[src/logic/dpw_pkg.sv]
// Package: constants and types for the digital potentiometer serial wiper load block
// Summary of operation
// - While select is low, shift serial data in on each rising serial clock edge.
// - More than eight bits in one frame: keep only the last eight.
// - Each rising select edge copies the shift register into the wiper register.
// - The copy happens even when no bits arrived since the last one.
// - Reset clears the shift register and presets the wiper to 0x80.
// - Wiper stays midscale until first select rise; empty frame reloads the held shift register, 0x00 after reset.
// - Wiper code D selects exactly one of 256 taps, D steps above bottom.
// - Code 0x00 connects the wiper straight to the bottom terminal.
// - Top code selects tap one step below top; top terminal never selected.
// - Bottom-side steps rise and top-side steps fall with code, complementary.
package dpw_pkg;
   localparam int          WORD_W      = 8;
   localparam int          TAP_N       = 256;
   localparam logic [7:0]  SHIFT_RST   = 8'h00;
   localparam logic [7:0]  WIPER_RST   = 8'h80;
   localparam int          SYNC_STAGES = 2;

   // Sampled serial pins after synchronisation
   typedef struct packed {
      logic select_n;
      logic sclk;
      logic sdata;
   } dpw_pins_t;

   // Tap decode result: one-hot taps and complementary step counts
   typedef struct packed {
      logic [255:0] tap_onehot;
      logic [8:0]   steps_to_bottom;
      logic [8:0]   steps_to_top;
   } dpw_tap_t;
endpackage

[src/logic/dpw_serial_wiper.sv]
// Module: three-wire serial front end that loads the potentiometer wiper register
`timescale 1ns/10ps
module dpw_serial_wiper (
   input  wire logic               sys_clk,          // System clock, 125 MHz
   input  wire logic               reset_n,          // Synchronous reset, active low
   input  wire logic               clk_en,           // Clock enable, freezes state when low
   input  wire logic               select_n_pin,     // Serial select pin, active low
   input  wire logic               sclk_pin,         // Serial clock pin
   input  wire logic               serial_in_pin,    // Serial data pin
   output logic [7:0]              wiper_code,       // Current wiper register
   output logic [255:0]            tap_select,       // One-hot tap select
   output logic [8:0]              wiper_to_bottom_resistance, // Steps wiper to bottom
   output logic [8:0]              wiper_to_top_resistance,    // Steps wiper to top
   output logic                    load_done         // Pulse after a wiper load
);
   // ----------------------------------------------------------------
   // Pin synchronisers
   // ----------------------------------------------------------------
   dpw_pkg::dpw_pins_t meta_q;
   dpw_pkg::dpw_pins_t sync_q;
   dpw_pkg::dpw_pins_t prev_q;

   always_ff @(posedge sys_clk) begin
      if (!reset_n) begin
         meta_q <= 3'h7;
         sync_q <= 3'h7;
         prev_q <= 3'h7;
      end else if (clk_en) begin
         meta_q <= '{select_n: select_n_pin, sclk: sclk_pin, sdata: serial_in_pin};
         sync_q <= meta_q;
         prev_q <= sync_q;
      end
   end

   // ----------------------------------------------------------------
   // Edge detection
   // ----------------------------------------------------------------
   // Third flop only remembers the last synchronised level, never feeds logic alone
   wire sclk_rise   = sync_q.sclk & ~prev_q.sclk;
   wire select_rise = sync_q.select_n & ~prev_q.select_n;
   // Sample with the select level seen alongside the clock edge
   wire shift_en    = sclk_rise & ~sync_q.select_n;

   // ----------------------------------------------------------------
   // Shift and wiper registers
   // ----------------------------------------------------------------
   logic [7:0] shift_q;
   logic [7:0] shift_d;
   logic [7:0] wiper_q;
   logic [7:0] wiper_d;
   logic       done_q;

   // Shifting left drops the oldest bit, so only the last eight survive
   assign shift_d = shift_en ? {shift_q[6:0], sync_q.sdata} : shift_q;
   // Load the register as it stands, even if no bits were shifted
   assign wiper_d = select_rise ? shift_q : wiper_q;

   always_ff @(posedge sys_clk) begin
      if (!reset_n) begin
         shift_q <= dpw_pkg::SHIFT_RST;
         wiper_q <= dpw_pkg::WIPER_RST;
         done_q  <= 1'b0;
      end else if (clk_en) begin
         shift_q <= shift_d;
         wiper_q <= wiper_d;
         done_q  <= select_rise;
      end
   end

   // ----------------------------------------------------------------
   // Tap decode
   // ----------------------------------------------------------------
   dpw_pkg::dpw_tap_t tap;

   dpw_tap_decode u_decode (
      .code (wiper_q),
      .tap  (tap)
   );

   assign wiper_code                 = wiper_q;
   assign tap_select                 = tap.tap_onehot;
   assign wiper_to_bottom_resistance = tap.steps_to_bottom;
   assign wiper_to_top_resistance    = tap.steps_to_top;
   assign load_done                  = done_q;

   // ----------------------------------------------------------------
   // Assertions
   // ----------------------------------------------------------------
   property p_shift_in;
      @(posedge sys_clk) disable iff (!reset_n)
      (clk_en && shift_en) |=> (shift_q == {$past(shift_q[6:0]), $past(sync_q.sdata)});
   endproperty
   a_shift_in: assert property (p_shift_in) else $error("shift missed a bit");

   property p_hold_idle;
      @(posedge sys_clk) disable iff (!reset_n)
      (clk_en && sync_q.select_n) |=> (shift_q == $past(shift_q));
   endproperty
   a_hold_idle: assert property (p_hold_idle) else $error("shift moved with select high");

   property p_load;
      @(posedge sys_clk) disable iff (!reset_n)
      (clk_en && select_rise) |=> (wiper_q == $past(shift_q)) && load_done;
   endproperty
   a_load: assert property (p_load) else $error("wiper not loaded on select rise");

   property p_load_always;
      @(posedge sys_clk) disable iff (!reset_n)
      (clk_en && select_rise && !shift_en) |=> (wiper_q == $past(shift_q));
   endproperty
   a_load_always: assert property (p_load_always) else $error("idle frame not loaded");

   property p_wiper_stable;
      @(posedge sys_clk) disable iff (!reset_n)
      !select_rise |=> $stable(wiper_q);
   endproperty
   a_wiper_stable: assert property (p_wiper_stable) else $error("wiper moved without select");

   property p_reset_vals;
      @(posedge sys_clk) !reset_n |=> (wiper_q == 8'h80) && (shift_q == 8'h00);
   endproperty
   a_reset_vals: assert property (p_reset_vals) else $error("bad reset values");

   property p_onehot;
      @(posedge sys_clk) disable iff (!reset_n)
      $onehot(tap_select) && tap_select[wiper_q];
   endproperty
   a_onehot: assert property (p_onehot) else $error("tap select not one-hot");

   property p_bottom;
      @(posedge sys_clk) disable iff (!reset_n)
      (wiper_q == 8'h00) |-> tap_select[0] && (wiper_to_bottom_resistance == 9'h000);
   endproperty
   a_bottom: assert property (p_bottom) else $error("zero code not at bottom");

   property p_top;
      @(posedge sys_clk) disable iff (!reset_n)
      wiper_to_top_resistance != 9'h000;
   endproperty
   a_top: assert property (p_top) else $error("top terminal selected");

   property p_compl;
      @(posedge sys_clk) disable iff (!reset_n)
      (wiper_to_bottom_resistance + wiper_to_top_resistance) == 9'h100;
   endproperty
   a_compl: assert property (p_compl) else $error("steps not complementary");

   // ----------------------------------------------------------------
   // Pin path, enable and pulse checks
   // ----------------------------------------------------------------
   // Second stage must copy the first, so a pin level is never skipped
   property p_sync_chain;
      @(posedge sys_clk) disable iff (!reset_n)
      clk_en |=> (sync_q == $past(meta_q));
   endproperty
   a_sync_chain: assert property (p_sync_chain) else $error("sync stage skipped");

   property p_sclk_ignored;
      @(posedge sys_clk) disable iff (!reset_n)
      (clk_en && sclk_rise && sync_q.select_n) |=> $stable(shift_q);
   endproperty
   a_sclk_ignored: assert property (p_sclk_ignored) else $error("clock edge taken deselected");

   property p_done_only;
      @(posedge sys_clk) disable iff (!reset_n)
      (clk_en && !select_rise) |=> !load_done;
   endproperty
   a_done_only: assert property (p_done_only) else $error("load pulse without select rise");

   // A frozen cycle must leave wiper, shift, done and the second sync stage untouched
   property p_freeze;
      @(posedge sys_clk) disable iff (!reset_n)
      !clk_en |=> $stable(wiper_q) && $stable(shift_q) && $stable(done_q) && $stable(sync_q);
   endproperty
   a_freeze: assert property (p_freeze) else $error("state moved with enable low");

   property p_monotonic;
      @(posedge sys_clk) disable iff (!reset_n)
      (clk_en && select_rise && (shift_q > wiper_q))
         |=> (wiper_to_bottom_resistance > $past(wiper_to_bottom_resistance));
   endproperty
   a_monotonic: assert property (p_monotonic) else $error("bottom steps not rising");

   property p_top_code;
      @(posedge sys_clk) disable iff (!reset_n)
      (wiper_q == 8'hff) |-> tap_select[255] && (wiper_to_top_resistance == 9'h001);
   endproperty
   a_top_code: assert property (p_top_code) else $error("top code not one step below");

   property p_reset_done;
      @(posedge sys_clk) !reset_n |=> !load_done;
   endproperty
   a_reset_done: assert property (p_reset_done) else $error("load pulse during reset");

   // Empty frame after reset must land on the bottom terminal
   property p_zero_frame;
      @(posedge sys_clk) disable iff (!reset_n)
      (clk_en && select_rise && (shift_q == 8'h00)) |=> tap_select[0];
   endproperty
   a_zero_frame: assert property (p_zero_frame) else $error("empty frame not at bottom");

   property p_wiper_reach;
      @(posedge sys_clk) disable iff (!reset_n)
      (clk_en && select_rise) |=> tap_select[$past(shift_q)];
   endproperty
   a_wiper_reach: assert property (p_wiper_reach) else $error("loaded code not decoded");

   // ----------------------------------------------------------------
   // Coverage of the main scenarios
   // ----------------------------------------------------------------
   c_freeze: cover property (@(posedge sys_clk) disable iff (!reset_n) !clk_en);
   c_load:  cover property (@(posedge sys_clk) disable iff (!reset_n) select_rise);
   c_full:  cover property (@(posedge sys_clk) disable iff (!reset_n) wiper_q == 8'hff);
   c_zero:  cover property (@(posedge sys_clk) disable iff (!reset_n) wiper_q == 8'h00);
   c_shift: cover property (@(posedge sys_clk) disable iff (!reset_n) shift_en);
endmodule

[src/logic/dpw_tap_decode.sv]
// Module: decodes the wiper code into a one-hot tap select and step counts
`timescale 1ns/10ps
module dpw_tap_decode (
   input  wire logic [7:0]   code,  // Wiper register value
   output dpw_pkg::dpw_tap_t tap    // Decoded tap
);
   genvar i;
   generate
      for (i = 0; i < dpw_pkg::TAP_N; i = i + 1) begin : g_tap
         assign tap.tap_onehot[i] = (code == 8'(i));
      end
   endgenerate

   // Top count is 256 - D, never zero, so the top terminal is unreachable
   assign tap.steps_to_bottom = {1'b0, code};
   assign tap.steps_to_top    = 9'h100 - {1'b0, code};
endmodule

[config.mk]
export PLATFORM = sky130hd
export DESIGN_NAME = dpw_serial_wiper
export DESIGN_NICKNAME = d
export VERILOG_FILES = /design/src/logic/dpw_pkg.sv /design/src/logic/dpw_serial_wiper.sv /design/src/logic/dpw_tap_decode.sv
export SDC_FILE = /design/constraint.sdc
export NUM_CORES = 1
export LEC_CHECK = 0
export BUFFER_PORTS_ARGS = -buffer_cell sky130_fd_sc_hd__buf_2
export CAP_MARGIN = 20
export CORE_AREA = 2 2 112 114
export DETAILED_ROUTE_END_ITERATION = 8
export DIE_AREA = 0 0 114 116
export SLEW_MARGIN = 15
export SYNTH_ARGS = -nofsm -noshare
export SYNTH_HDL_FRONTEND = slang
export SYNTH_SLANG_ARGS = --single-unit
export TNS_END_PERCENT = 5
[constraint.sdc]
create_clock -name sys_clk -period 2.8 [get_ports sys_clk]
set_input_delay 0.7 -clock sys_clk [delete_from_list [all_inputs] [get_ports sys_clk]]
set_output_delay 0.7 -clock sys_clk [all_outputs]
set_load 0.02 [all_outputs]
# == Yosys cells after proc, flatten, opt, wreduce, memory -nomap -nowiden ==
# Cells that the tools add are included.
# word_totals
inputBits,6
reg_bits,25
mem_bits_ro,0
latch_bits,0
word_cells,276
output_inout_bits,283
mem_bits_rw,0
mem_count,0
# op_classes
add_sub_neg,1
eq_ne,255
bitwise,6
reduce_logical,3
shift,0
order_cmp,0
n_mul,0
n_mux,0
div,0
# op_table
cell,count
equality test 8 bit (second input constant),128
equality test 8 x 7 -> 1 bit (second input constant),64
equality test 8 x 6 -> 1 bit (second input constant),32
equality test 8 x 5 -> 1 bit (second input constant),16
equality test 8 x 4 -> 1 bit (second input constant),8
equality test 8 x 3 -> 1 bit (second input constant),4
equality test 8 x 2 -> 1 bit (second input constant),2
subtractor 9 x 8 -> 9 bit (first input constant),1
equality test 8 x 1 -> 1 bit (second input constant),1
logical NOT 8 bit,1
AND reduction 2 bit,2
bitwise AND 1 bit,3
inverter 1 bit,3

# == Depth between registers and ports, before layout ==
# logic_depth
depth_word,4
mapped_depth,7
mapped_depth_nobuf,5

# == Cells and area by module ==
# A second synthesis with hierarchy kept.
# unflattened
hier_cells,461
hier_area_um2,2637.5
# by_module_without_submodules
module,area_each_um2,n_inst,cells_each,seq_area_each_um2
dpw_tap_decode,1707.9,1,376,0.0
dpw_serial_wiper,929.6,1,85,500.5

# == Worst setup path after synthesis ==
# No wires, ideal clock.
# synth_timing
kind,flip-flop to output port
from,"register wiper_q[0], in the netlist wiper_code[0]"
to,output wiper_to_top_resistance[8]
arrival_time_ns,1.966
path_stages_with_launch,8
path_buffers,3
setup_slack_ns,0.134
cell_sequence,dfxtp_1 -> inv_1 -> ha_1 -> or3b_1 -> buf_4 -> buf_6 -> nor2_1 -> buf_4
# synth_between
elab_chain_cells,1
# synth_rtl
element,line_no,source
start: declaration,dpw_serial_wiper.sv:49,logic [7:0] wiper_q;
start signal: assignment,dpw_serial_wiper.sv:61,wiper_q <= dpw_pkg::WIPER_RST;
start signal: assignment,dpw_serial_wiper.sv:65,wiper_q <= wiper_d;
subtractor 9 x 8 -> 9 bit,dpw_tap_decode.sv:16,"assign tap.steps_to_top = 9'h100 - {1'b0, code};"
end: declaration,dpw_serial_wiper.sv:13,"output logic [8:0] wiper_to_top_resistance,"
# Every way passes these cells.

# == Worst setup path in the final report ==
# layout_timing
from,"register wiper_q[7], in the netlist wiper_code[7]"
to,output tap_select[207]
# layout_between
elab_chain_cells,1
# layout_rtl
element,line_no,source
equality test 8 bit,dpw_tap_decode.sv:10,assign tap.tap_onehot[i] = (code == 8'(i));
end: declaration,dpw_serial_wiper.sv:11,"output logic [255:0] tap_select,"
# Every way passes these cells.

==> summary.md <==
| Metric | Value |
|---|---|
| CP endpoint | `tap_select[207]` |
| Startpoint types | `flop` |
| Ys async rst share | `0%` |
| Die H | `116 µm` |
| Final TNS setup | `0 ns` |
| CTS clock-pin slew for the worst setup and hold paths | `0.06 ns` |
| Global route overflow | `0` |
| Worst-path fanout max | `16` |
| Worst-Skew Late Latency | `0.26 ns` |
| Resize count post-CTS | `0` |
| CP Cell Sequence | `and2b_1, nand2_1, nor2_1, buf_2` |
| Fin crit share | `97.9%` |
| Lkg Pwr | `0.00243 µW` |
| Post-synthesis simple-gate area fraction | `53.5%` |
| Seq. cell area | `502 µm²` |
| Setup violation total in the final timing report | `0` |
| First-pass GRT wire length | `19300 µm` |
| Final hold violations | `0` |
| Number of nets in the layout | `721` |
| P_int | `569 µW` |
| Adder-Cell Fraction of Synth Area | `2.43%` |
| Crit Path Category | `flop to output pin` |
| CTS tree | `yes` |
| Mux cell area share after synthesis | `9.32%` |
| Vias in the first global route | `2959` |
| Main combinational cell family by area after synthesis | `simple AND/OR/NAND/NOR gates` |
| Synth unique cells | `27` |
| Worst Hold Class | `flop to flop` |
| Clock Skew | `0.00136 ns` |
| Max-cap violations | `0` |
| Worst path required time | `2.10 ns` |
| Tmin final | `2.74 ns` |
| Deepest clock path buffer count | `2` |
| Gpl congestion | `0.818` |
| Worst setup margin | `0.0589 ns` |
| Antenna Nets Post-Route | `0` |
| Reg power frac | `51.6%` |
| Fin. max-slew vios | `0` |
| R2R Setup Slk | `1.48 ns` |
| Chip Width | `114 µm` |
| CTS buffer count | `3` |
| Top Ports | `289` |
| Cell Rows | `40` |
| Share of layout cells above drive strength 1 | `46.0%` |
| Relative max-transition margin | `48.6%` |
| Most frequent cells after synthesis | `256 x nor2_1, 31 x nand2_1, 28 x buf_2` |
| Multi-input logic area | `0.00176 mm²` |
| Starting density of the core | `21.6%` |
| Vias/cell | `4.40` |
| Core Region | `0.0119 mm²` |
| ANT cells | `0` |
| Clock power frac | `44.1%` |
| Worst flop-to-flop path startpoint | `sync_q[2]$_SDFFE_PN1P_` |
| Filler cells | `1360` |
| Synthesized flop and latch total | `25` |
| Post-synth EDFFs | `0` |
| Worst path arrival time | `2.04 ns` |
| Via count | `3764` |
| Crit-path slowest cell | `dfxtp_1` |
| Synth top area share | `37.3%` |
| Syn nets | `461` |
| Number of remaining DRC errors | `0` |
| Avg WL per Cell | `16.4 µm` |
| Sw Ratio | `19.3%` |
| Fmax | `0.365 GHz` |
| Synth area leader | `nor2_1` |
| Sequential cell area fraction in the yosys report | `19.4%` |
| CP peak stage delay | `0.62 ns` |
| Placement Setup Slack | `0.337 ns` |
| Synth Flop Type | `dfxtp_1` |
| Synthesis-to-layout area growth | `60.7%` |
| Most common cell in the netlist | `nor2_1` |
| Largest net degree at the start of global routing | `26` |
| Crit. Startpoint | `wiper_code[7]$_SDFFE_PN1P_` |
| Comb power frac | `4.3%` |
| DP Wirelength | `10700 µm` |
| Crit end category | `output pin` |
| Unrepaired setup endpoints after global routing | `true` |
| Pwr Density | `170 mW/mm²` |
| Final WL | `14100 µm` |
| Mean Syn Cell Area | `5.73 µm²` |
| Mapped cell area | `0.00258 mm²` |
| Post-CTS Setup Bufs | `0` |
| Sw Pwr | `136 µW` |
| Die ar. | `0.0132 mm²` |
| DR iter-0 viols | `325` |
| # hold bufs at CTS | `0` |
| Synth Instances | `450` |
| Xor/xnor share of the synthesized area | `2.04%` |
| FF-to-FF End | `wiper_code[5]$_SDFFE_PN0P_` |
| Initial antenna violation count | `0` |
| Status | `finished, final reports clean` |
| Synth top area cells | `nor2_1 37%, dfxtp_1 19%, mux2i_1 9.3%, buf_2 5.4%, buf_4 5.2%` |
| Synth Area in Compound Gates | `0.291%` |
| Clock root cell | `clkbuf_16` |
| DRT Pass-1 Iters | `4` |
| I/O Buffers | `287` |
| Tightest Pin Transition | `0.769 ns` |
| Yosys warns | `0` |
| Htree depth | `1` |
| Peak VDD IR | `0.000311 V` |
| # clock sinks | `25` |
| R2R depth | `3` |
| Overall Global Routing Usage | `19.2%` |
-- routing by layer --
metal / share of wire, % / wire length, µm / vias to the layer above / track usage, %
li1: - / - / 1872 / -
met1: 41 / 5740 / 1715 / 24.4
met2: 51 / 7110 / 163 / 33.8
met3: 6.9 / 977 / 14 / 2.72
met4: 1.7 / 233 / 0 / 5.53
met5: 0 / 0 / - / 0
-- cell type report --
type / instances / share of cell area [%]
tap: 147 / 4.44
multi-input combinational: 368 / 42.5
inverter: 2 / 0.181
clock buffer: 4 / 1.90
sequential: 25 / 12.1
timing repair buffer: 310 / 38.8
-- worst max-delay path: cells and delay by family (launching register included) --
| kind | cells | cell delay [ns] |
|---|---|---|
| flops | 1 | 0.62 |
| simple gates | 3 | 0.97 |
| buf+inv | 1 | 0.19 |
-- worst min-delay path by stage --
stage	startpoint	cells after the start	endpoint	slack, ns
4_1_cts	sync_q[0]$_SDFFE_PN1P_	2	sync_q[0]$_SDFFE_PN1P_	0.48
5_1_grt	meta_q[0]$_SDFFE_PN1P_	2	sync_q[0]$_SDFFE_PN1P_	0.50
3_3_place_gp	prev_q[2]$_SDFFE_PN1P_	2	prev_q[2]$_SDFFE_PN1P_	0.45
2_1_floorplan	prev_q[2]$_SDFFE_PN1P_	2	prev_q[2]$_SDFFE_PN1P_	0.43
3_5_place_dp	sync_q[0]$_SDFFE_PN1P_	2	sync_q[0]$_SDFFE_PN1P_	0.46
6_report	sync_q[0]$_SDFFE_PN1P_	2	sync_q[0]$_SDFFE_PN1P_	0.48
-- power groups by stage --
| stage | combinational, µW | clock (µW) | sequential [µW] |
|---|---|---|---|
| floorplan | 24.3 | 0 | 371 |
| global placement | 30.4 | 0 | 372 |
| detailed placement | 30.3 | 0 | 372 |
| CTS | 30.6 | 320 | 364 |
| global route | 33.5 | 329 | 365 |
| finish | 30.3 | 311 | 364 |
-- flip-flops by register name (all words and copies together) (netlist names) --
signal / cells
meta_q: 3
load_done: 1
prev_q: 2
sync_q: 3
wiper_code: 8
shift_q: 8
-- metrics by stage --
step / cell area (µm²) / utilization (%) / total power [µW] / hold WS [ns] / cells
floorplan: 2580 / - / 395 / 0.432 / 450
global placement: 4050 / 34.0 / 402 / 0.454 / 852
detailed placement: 4050 / 34.0 / 402 / 0.463 / 852
CTS: 4130 / 34.7 / 714 / 0.478 / 856
global route: 4140 / 34.8 / 727 / 0.502 / 856
finish: 4140 / 34.8 / 705 / 0.475 / 856
-- cell usage in the layout (no fill, tap or decap), drive strengths merged --
cell type,synthesis,final
nor2,259,259
ha,5,5
dfxtp,25,25
nand2,31,31
nor2b,15,15
nand2b,1,1
conb,1,1
a21boi,1,1
buf,48,310
or3b,1,1
nand4,1,1
mux2i,24,24
inv,2,2
nand3b,1,1
nand3,12,12
xor2,3,3
and2b,6,6
nor3,3,3
nor4bb,1,1
clkbuf,7,4
xnor2,3,3
-- kinds of logic (layout without fill, tap and decap cells) --
| logic type | after synthesis | in the layout |
|---|---|---|
| flip-flops | 25 | 25 |
| buffers and inverters | 57 | 316 |
| XOR/XNOR | 6 | 6 |
| AO/OA/AOI/OAI | 1 | 1 |
| other | 1 | 1 |
| AND/OR/NAND/NOR | 331 | 331 |
| adder cells (fa/ha/maj) | 5 | 5 |
| multiplexers | 24 | 24 |
No activity file was read; power rests on OpenSTA's default activity.
